===== src/inc/iopd_pkg.sv =====
// Notes on behaviour
// Each pin holds its own three-bit drive mode, one of eight.
// Mode 0: driver off, input buffer off; default after reset.
// Mode 1: output high impedance, input buffer on.
// Mode 2: resistive high / strong low; mode 3: strong high / resistive low.
// Mode 4: strong low for zero, high impedance for one.
// Mode 5: strong high for one, high impedance for zero.
// Mode 6: strong both ways; mode 7: resistive both ways.
// Driven value comes from output data, or from the array signal when bypassed.
// Pin-state read is separate from output data; reads never disturb writes.
// Each pin interrupts on rising, falling or both edges, chosen per pin.
// One interrupt request line per port combines its pin events.
// Settings reachable as port-wide registers and as per-pin registers.
// Processor and DMA may use every pin as input, output or both.
// No native level interrupts; level sensing lives in interconnect logic.
// Serial bus pins offer only push-pull digital output.
// A configured pin event sets its status bit and raises the port request.
// Auxiliary enable low gives high-Z digital input; high applies selected mode.
// Disabled input buffer reads zero and raises no edge events; the code flags a falling edge on disabling it while high.
package iopd_pkg;
	localparam int PINS = 8;
	localparam int MODE_W = 3;
	localparam logic [2:0] DM_HIZ_ANALOG = 3'h0;
	localparam logic [2:0] DM_HIZ_DIGITAL = 3'h1;
	localparam logic [2:0] DM_RES_UP = 3'h2;
	localparam logic [2:0] DM_RES_DOWN = 3'h3;
	localparam logic [2:0] DM_OD_LOW = 3'h4;
	localparam logic [2:0] DM_OD_HIGH = 3'h5;
	localparam logic [2:0] DM_STRONG = 3'h6;
	localparam logic [2:0] DM_RES_BOTH = 3'h7;
	localparam logic [2:0] DM_RESET = DM_HIZ_ANALOG;
	// Edge select field, bit 0 rising, bit 1 falling
	localparam logic [1:0] EDGE_NONE = 2'h0;
	localparam int EDGE_RISE_BIT = 0;
	localparam int EDGE_FALL_BIT = 1;
	// Per-pin register layout
	localparam int PINREG_DATA = 0;
	localparam int PINREG_BYP = 1;
	localparam int PINREG_IBD = 2;
	localparam int PINREG_DM_LSB = 3;
	localparam int PINREG_EDGE_LSB = 6;
	localparam int PINREG_W = 8;
	// Port-wide register selector for port-form writes
	localparam logic [2:0] PSEL_DATA = 3'h0;
	localparam logic [2:0] PSEL_BYP = 3'h1;
	localparam logic [2:0] PSEL_IBD = 3'h2;
	localparam logic [2:0] PSEL_DM0 = 3'h3;
	localparam logic [2:0] PSEL_DM1 = 3'h4;
	localparam logic [2:0] PSEL_DM2 = 3'h5;
	localparam logic [2:0] PSEL_RISE = 3'h6;
	localparam logic [2:0] PSEL_FALL = 3'h7;

	// Driver state of one pin, resolved by the testbench
	typedef struct packed {
		logic drive_hi;   // strong high
		logic drive_lo;   // strong low
		logic pull_up;    // resistive high
		logic pull_dn;    // resistive low
		logic in_en;      // digital input buffer on
	} iopd_drv_type;

	// Per-pin configuration
	typedef struct packed {
		logic [1:0] edge_sel;
		logic [2:0] drive_mode_select;
		logic in_buf_dis;
		logic bypass;
		logic output_data_write;
	} iopd_pin_cfg_type;
endpackage


===== src/hw/iopd_pin_drive.sv =====
`timescale 1ns/1ps
// Combinational drive decoder for one pin
module iopd_pin_drive
	import iopd_pkg::*;
(
	input wire logic [2:0] mode,        // Drive mode of this pin
	input wire logic data,              // Value to drive
	input wire logic aux_oe,            // Auxiliary output enable
	input wire logic push_pull_only,    // Serial bus pin
	output iopd_drv_type drv            // Resulting driver state
);
	logic [2:0] eff_mode;
	logic [2:0] pp_mode;
	// Serial bus pins: any output mode collapses to push-pull
	assign pp_mode = (push_pull_only && mode > DM_HIZ_DIGITAL) ? DM_STRONG : mode;
	assign eff_mode = aux_oe ? pp_mode : DM_HIZ_DIGITAL;
	// Table decode of drive state
	assign drv.drive_hi = data && (eff_mode == DM_RES_DOWN || eff_mode == DM_OD_HIGH
		|| eff_mode == DM_STRONG);
	assign drv.drive_lo = !data && (eff_mode == DM_RES_UP || eff_mode == DM_OD_LOW
		|| eff_mode == DM_STRONG);
	assign drv.pull_up = data && (eff_mode == DM_RES_UP || eff_mode == DM_RES_BOTH);
	assign drv.pull_dn = !data && (eff_mode == DM_RES_DOWN || eff_mode == DM_RES_BOTH);
	// Input buffer off only in analog high-Z
	assign drv.in_en = (eff_mode != DM_HIZ_ANALOG);
endmodule


===== src/hw/iopd_port.sv =====
`timescale 1ns/1ps
// One eight-pin port: drive decode, pin-state read, edge interrupts
module iopd_port
	import iopd_pkg::*;
#(
	parameter int NPIN = PINS,
	parameter logic [NPIN-1:0] PUSH_PULL_PINS = '0  // Serial bus pins
)(
	input wire logic clk,                         // 250 MHz system clock
	input wire logic srst,                        // Sync reset, active high
	input wire logic port_wr,                     // Port-form write strobe
	input wire logic [2:0] port_sel,              // Port-form register select
	input wire logic [NPIN-1:0] port_wdata,       // One bit per pin
	input wire logic pin_wr,                      // Pin-form write strobe
	input wire logic [2:0] pin_idx,               // Pin addressed by pin form
	input wire logic [PINREG_W-1:0] pin_wdata,    // Pin-form write data
	input wire logic [NPIN-1:0] array_out,        // Digital array output signals
	input wire logic [NPIN-1:0] aux_oe,           // Auxiliary output enables
	input wire logic [NPIN-1:0] pad_in,           // Level seen at each pad
	input wire logic stat_rd,                     // Status read, clears status
	output iopd_drv_type [NPIN-1:0] pad_drv,      // Driver state per pin
	output logic [NPIN-1:0] pin_state_read,       // Pin-state register
	output logic [NPIN-1:0] port_output_value,    // Output data readback
	output logic [NPIN-1:0] array_in,             // Pin states to the array
	output logic [NPIN-1:0] int_status,           // Sticky interrupt status
	output logic port_irq                         // Port interrupt request
);
	iopd_pin_cfg_type [NPIN-1:0] cfg;
	iopd_drv_type [NPIN-1:0] next_drv;
	logic [NPIN-1:0] prev_state;
	logic [NPIN-1:0] ev;
	logic [NPIN-1:0] next_status;
	logic [NPIN-1:0] data_sel;
	logic [NPIN-1:0] in_live;

	genvar i;
	generate
		for (i = 0; i < NPIN; i++) begin : g_pin
			logic hit_port;
			logic hit_pin;
			iopd_pin_cfg_type next_cfg;
			// Port-form and pin-form writes reach the same bits
			assign hit_port = port_wr;
			assign hit_pin = pin_wr && (pin_idx == 3'(i));
			always_comb begin
				next_cfg = cfg[i];
				if (hit_port) begin
					unique case (port_sel)
						PSEL_DATA: next_cfg.output_data_write = port_wdata[i];
						PSEL_BYP: next_cfg.bypass = port_wdata[i];
						PSEL_IBD: next_cfg.in_buf_dis = port_wdata[i];
						PSEL_DM0: next_cfg.drive_mode_select[0] = port_wdata[i];
						PSEL_DM1: next_cfg.drive_mode_select[1] = port_wdata[i];
						PSEL_DM2: next_cfg.drive_mode_select[2] = port_wdata[i];
						PSEL_RISE: next_cfg.edge_sel[EDGE_RISE_BIT] = port_wdata[i];
						PSEL_FALL: next_cfg.edge_sel[EDGE_FALL_BIT] = port_wdata[i];
					endcase
				end
				// Pin form wins when both hit the same pin in one cycle
				if (hit_pin) begin
					next_cfg.output_data_write = pin_wdata[PINREG_DATA];
					next_cfg.bypass = pin_wdata[PINREG_BYP];
					next_cfg.in_buf_dis = pin_wdata[PINREG_IBD];
					next_cfg.drive_mode_select = pin_wdata[PINREG_DM_LSB +: MODE_W];
					next_cfg.edge_sel = pin_wdata[PINREG_EDGE_LSB +: 2];
				end
			end
			// Configuration storage, analog high-Z after reset
			always_ff @(posedge clk) begin
				if (srst) begin
					cfg[i] <= '{edge_sel: EDGE_NONE, drive_mode_select: DM_RESET,
						in_buf_dis: 1'b0, bypass: 1'b0, output_data_write: 1'b0};
				end else begin
					cfg[i] <= next_cfg;
				end
			end
			// Driven value: data register or array signal
			assign data_sel[i] = cfg[i].bypass ? array_out[i] : cfg[i].output_data_write;
			iopd_pin_drive u_drive (
				.mode(cfg[i].drive_mode_select),
				.data(data_sel[i]),
				.aux_oe(aux_oe[i]),
				.push_pull_only(PUSH_PULL_PINS[i]),
				.drv(next_drv[i])
			);
			// Disabled buffer reads zero; also the explicit disable bit
			assign in_live[i] = next_drv[i].in_en && !cfg[i].in_buf_dis && pad_in[i];
			// Edge detect on the gated state, so a dead buffer raises at most one falling edge, in the cycle it goes dead
			assign ev[i] = (cfg[i].edge_sel[EDGE_RISE_BIT] && in_live[i] && !prev_state[i])
				|| (cfg[i].edge_sel[EDGE_FALL_BIT] && !in_live[i] && prev_state[i]);
		end
	endgenerate

	// Set beats the read-clear in the same cycle; edges only, no level sense
	assign next_status = (stat_rd ? '0 : int_status) | ev;

	// Pad driver and read paths, all registered
	always_ff @(posedge clk) begin
		if (srst) begin
			pad_drv <= '0;
			prev_state <= '0;
			pin_state_read <= '0;
			array_in <= '0;
			port_output_value <= '0;
		end else begin
			pad_drv <= next_drv;
			prev_state <= in_live;
			pin_state_read <= in_live;
			array_in <= in_live;
			for (int k = 0; k < NPIN; k++) begin
				port_output_value[k] <= cfg[k].output_data_write;
			end
		end
	end

	// Sticky status and one request line for the port
	always_ff @(posedge clk) begin
		if (srst) begin
			int_status <= '0;
			port_irq <= 1'b0;
		end else begin
			int_status <= next_status;
			port_irq <= |next_status;
		end
	end
endmodule


===== config.mk =====
export PLATFORM = sky130hd
export DESIGN_NAME = iopd_port
export DESIGN_NICKNAME = d
export VERILOG_FILES = /design/src/inc/iopd_pkg.sv /design/src/hw/iopd_pin_drive.sv /design/src/hw/iopd_port.sv
export SDC_FILE = /design/constraint.sdc
export NUM_CORES = 1
export LEC_CHECK = 0
export BUFFER_PORTS_ARGS = -buffer_cell sky130_fd_sc_hd__buf_2
export CAP_MARGIN = 20
export CORE_MARGIN = 1.5
export CORE_UTILIZATION = 30
export CTS_BUF_LIST = sky130_fd_sc_hd__clkbuf_4 sky130_fd_sc_hd__clkbuf_8 sky130_fd_sc_hd__clkbuf_16
export CTS_CLUSTER_SIZE = 25
export DETAILED_ROUTE_END_ITERATION = 10
export GPL_TIMING_DRIVEN = 1
export PLACE_DENSITY = 0.51
export SYNTH_ARGS = -nofsm -noshare
export SYNTH_HDL_FRONTEND = slang
export SYNTH_SLANG_ARGS = --single-unit
export TNS_END_PERCENT = 10

===== constraint.sdc =====
create_clock -name clk -period 1.5 [get_ports clk]
set_clock_uncertainty 0.1 [all_clocks]
set_input_delay 0.225 -clock clk [delete_from_list [all_inputs] [get_ports clk]]
set_output_delay 0.225 -clock clk [all_outputs]
set_load 0.01 [all_outputs]

-- Word level (Yosys, flattened, before mapping)
Index checks and enable logic that the tools add are counted.
- equality and inequality tests: 62
- muxes and demuxes: 97
- bitwise operators: 1
- reduce and logical (&&, ||, !) cells: 323
- operators by type and width (cell ; count):
    2-bit nonzero test ; 72
    8-bit two-way mux ; 17
    2-bit AND reduction ; 64
    3-bit equality test (second input constant) ; 40
    1-bit logical AND ; 88
    1-bit two-way mux ; 72
    3-bit by 2-bit equality test with 1-bit output (second input constant) ; 20
    1-bit logical OR ; 56
    1-bit zero test ; 32
    3-bit two-way mux ; 8
    3-bit nonzero test ; 8
    8-bit bitwise OR ; 1
    8-bit OR reduction ; 1
    3-bit by 1-bit equality test with 1-bit output (second input constant) ; 2
    3-bit zero test ; 2
- bits in registers: 129
- input bits: 51
- output and inout port bits: 73
- word-level logic and storage cells: 591

-- Logic depth before layout (Yosys ltp)
- word-level depth: 10
- depth in mapped cells: 6
- mapped depth without buffers: 5

-- Modules after synthesis
Synthesis repeated with hierarchy kept, for this count alone.
- cell total of the unflattened synthesis: 620
- area, all modules: 5880.6 µm²
- by module, submodules not included (module ; instances ; cells each ; area an instance (µm²)):
    iopd_port ; 1 ; 524 ; 5190.0
    iopd_pin_drive ; 8 ; 12 ; 86.3

-- Worst setup path after synthesis
OpenSTA, ideal clock, no wires.
- path kind: register to register
- start point: register cfg[19] (netlist bit)
- end point: register port_irq
- library setup time: 0.134 ns
- arrival time: 1.320 ns
- required time: 1.266 ns
- slack: -0.054 ns
- stages on the path, launching flop included: 7
- path buffers: 1
- clock period less this slack: 1.554 ns
- path through: dfxtp_1 > clkbuf_2 > nor4b_4 > or3b_1 > a31oi_1 > and4_1 > a21oi_1
- word-level cells in the longest chain between the ends: 10
- elaborated cells between the ends (all ways): 12
- those cells by class: mux (1); bitwise (1); reduce/logical (10)
- ends and longest elaborated chain (element ; RTL line ; source):
    start, declared ; iopd_port.sv:28 ; iopd_pin_cfg_type [NPIN-1:0] cfg;
    start signal, assigned by index ; iopd_port.sv:71 ; cfg[i] <= '{edge_sel: EDGE_NONE, drive_mode_select: DM_RESET,
    start signal, assigned by index ; iopd_port.sv:74 ; cfg[i] <= next_cfg;
    3-bit two-way mux (*) ; iopd_pin_drive.sv:16 ; assign eff_mode = aux_oe ? pp_mode : DM_HIZ_DIGITAL;
    3-bit nonzero test (*) ; iopd_pin_drive.sv:25 ; assign drv.in_en = (eff_mode != DM_HIZ_ANALOG);
    1-bit logical AND (*) (2 in a row) ; iopd_port.sv:87 ; assign in_live[i] = next_drv[i].in_en && !cfg[i].in_buf_dis && pad_in[i];
    1-bit zero test ; iopd_port.sv:90 ; || (cfg[i].edge_sel[EDGE_FALL_BIT] && !in_live[i] && prev_state[i]);
    1-bit logical AND (2 in a row) ; iopd_port.sv:90 ;
    1-bit logical OR (*) ; iopd_port.sv:90 ;
    8-bit bitwise OR (*) ; iopd_port.sv:95 ; assign next_status = (stat_rd ? '0 : int_status) | ev;
    8-bit OR reduction (*) ; iopd_port.sv:123 ; port_irq <= |next_status;
    end signal, assigned ; iopd_port.sv:123 ;
    end, declared ; iopd_port.sv:26 ; output logic port_irq
Every way passes the cells marked *; elsewhere a longest branch is shown, timed or not.
A chain may end at the register's enable or synchronous reset.

-- Worst setup path in the final report
- start point: register cfg[34] (netlist bit)
- end point: register port_irq
- word-level cells in the longest chain between the ends: 9
- elaborated cells between the ends (all ways): 11
- those cells by class: bitwise (1); reduce/logical (10)
- ends and longest elaborated chain (element ; RTL line):
    1-bit zero test (*) ; iopd_port.sv:87
    1-bit logical AND (*) (2 in a row) ; iopd_port.sv:87
    1-bit zero test ; iopd_port.sv:90
    1-bit logical AND (2 in a row) ; iopd_port.sv:90
    1-bit logical OR (*) ; iopd_port.sv:90
    8-bit bitwise OR (*) ; iopd_port.sv:95
    8-bit OR reduction (*) ; iopd_port.sv:123
Marked as above.

==> run metrics <==
status=finished with violations; violated checks=negative setup slack; initial antenna violation count=2; CP max FO=3; top-count cell post-synth=dfxtp_1; CP delay by family, top=simple AND/OR/NAND/NOR gates; library cells used by synthesis=32; area of the multi-input gates=0.00303 sq mm; Power Density=1180 mW/mm^2; measured slew at the worst slew-check pin=380 ps; Detail Route Antenna Nets=0; register area=0.00261 sq mm; WS Path Type=register to register; Finished Cell Area=0.00777 sq mm; Layout area overhead=35.1%; clock network power share=48.9%; final net count=794; largest area contributor in the netlist=dfxtp_1; core box area=0.0188 sq mm; Synthesized Nets=648; Fillers=1823; share of cells above drive strength 1=38.8%; launch point of the worst path=cfg[34]; Starting Density=30.7%; Post-Syn Area per Cell=9.64 sq um; grt ovf=0; Async SR Flop Fraction=0%; TritonCTS clock tree=done; fmax=647 MHz; Hold Path End=pad_drv[7]; area post-placement=0.00696 sq mm; # IOs=124; Initial DRT Pass Iterations=4; worst vdd ir=0.787 mV; hold path startpoint=array_out[1]; final setup violation count=1; setup ws final=-44.9 ps; Seq cells post-synth=129; Longest Clk Path Bufs=2; drc violations=0; Hold Violations, Final=0; Main synth FF type=dfxtp_1; Max-Cap Viols=0; RSZ-0062 raised after global routing=yes; Total Routing Usage GR=17.7%; Pint=6.85 mW; IO Port Bufs=123; max-slew violations=0; wire per inst=17.2 microns; worst hold slack=32.5 ps; Initial DRC Count=142; cts-stage hold buffer count=0; CTS Buf Count=17; Reg power frac=40.0%; vias in the first global route=4888; Buf/Inv on CP=0; worst skew pair latency=430 ps; Mapped Cells=597; CTS sink cnt=129; top cell type's share of synthesized area=44.9%; Tcrit/Tclk final=103%; Register-to-Register Setup Slack=-40 ps; largest cells by area after synthesis=dfxtp_1, mux2i_1, nor2_1; die width=142 microns; sequential share of the synthesized area=44.9%; Startpoint Class=register; fin crit period=1540 ps; Worst Hold Depth=3; average vias per placed instance=4.92; largest net degree at the start of global routing=24; critical path cell sequence=or4bb_1 > o22ai_2 > a31oi_2 > and4_1 > a21oi_1; Worst setup EP type=register; Net Sw Frac=25.1%; pre-CTS setup slack=-154 ps; setup bufs post-CTS=0; depth of the CTS H-tree=4; GP Congestion=0.804; Tightest Hold Check Type=input pin to register; Worst slew margin=73.9%; Netlist Area Pre-Place=0.00576 sq mm; vias=4872; first-pass GRT wire length=26.5 mm; WP data required=1760 ps; final WL=17.1 mm; R2R depth=5; Clock Pin Slew Worst Setup and Hold Paths=60 ps; Net Switching=2.30 mW; die height=142 microns; worst path arrival time=1800 ps; die area=0.0200 sq mm; row cnt=50; synth warn=0; ANT cells=0; hpwl dp=12.2 mm; Worst R2R End=port_irq; setup TNS=-44.9 ps; Leak=3.41 nW; Synth top cells by count=dfxtp_1, nor2_1, mux2i_1; CP max stage cell=or4bb_1; EDFF count, synth=0; r2r startpoint=cfg[34]; Logic pwr share=11.1%; Clock Tree Root=clkbuf_16; peak per-stage delay on the critical path=530 ps
==> worst max-delay path by stage <==
stage	endpoint	slack [ps]	depth (start not counted)
final	port_irq	-40	5
after global routing	port_irq	-80	5
after CTS	port_irq	-30	5
after detailed placement	port_irq	-150	6
after global placement	port_irq	-150	6
after floorplan	port_irq	0.5	5
==> cells by family (layout without fill, tap and decap cells) <==
kind of cell | count (synthesis) | after routing | synth area share (%)
and+or+nand+nor | 208 | 208 | 20.7
xor gates and xnor gates | 16 | 16 | 2.43
DFF | 129 | 129 | 44.9
AOI/OAI and AO/OA | 97 | 97 | 13.3
muxes | 72 | 72 | 12.5
buffers and inverters | 75 | 234 | 6.17
==> cell type report <==
cell class,instances,area share [%]
inverters,8,0.386
multi-input cells,393,39.0
clock inverters,14,2.64
flip-flops and latches,129,33.5
repair buffers,194,15.1
well taps,234,3.77
clock buffers,18,5.57
==> metrics by stage <==
step	power [mW]	utilization [%]	std cells
floorplan	4.31	-	597
CTS	9.23	41.2	990
global route	9.48	41.4	990
detailed placement	4.69	37.1	959
global placement	4.67	37.1	959
finish	9.15	41.4	990
==> worst reg2reg max path: cells and delay by family, from the launching register on <==
kind	cells	cell delay, ps
flops	1	320
simple gates	2	720
compound gates	3	330
==> placed cells by master, fill, tap and decap left out, types with 10 or more instances in the layout <==
cell	instances
a211oi_1	48
a211oi_2	16
and4_1	10
buf_2	122
buf_4	70
clkbuf_16	17
dfxtp_1	111
dfxtp_2	18
mux2i_1	72
nand2_1	12
nand3_1	12
nor2_1	113
nor2b_1	19
==> state kept, by name, summed over array words and instances (netlist names) <==
signal	flops
cfg	64
int_status	8
port_output_value	8
prev_state	8
pad_drv	40
port_irq	1
==> timing repair <==
item,4_1_cts,5_1_grt
pin swaps,9,14
endpoints found under the setup margin,1,1
resized for setup,29,10
==> power by group through the flow <==
stage / combinational [mW] / sequential, mW / clock (mW)
floorplan: 0.572 / 3.74 / 0
global placement: 0.949 / 3.72 / 0
detailed placement: 0.968 / 3.73 / 0
CTS: 1.01 / 3.66 / 4.56
global route: 1.10 / 3.68 / 4.71
finish: 1.01 / 3.66 / 4.48
==> layer usage <==
layer  up-vias  global-route usage [%]  share of wire, %
met2       144                    30.2                48
li1       2400                       -                 -
met3        30                    4.83               6.4
met5         -                       0              0.16
met1      2294                    21.1                43
met4         4                    6.95               1.9
Note: power is estimated with default switching activity, not from simulation.
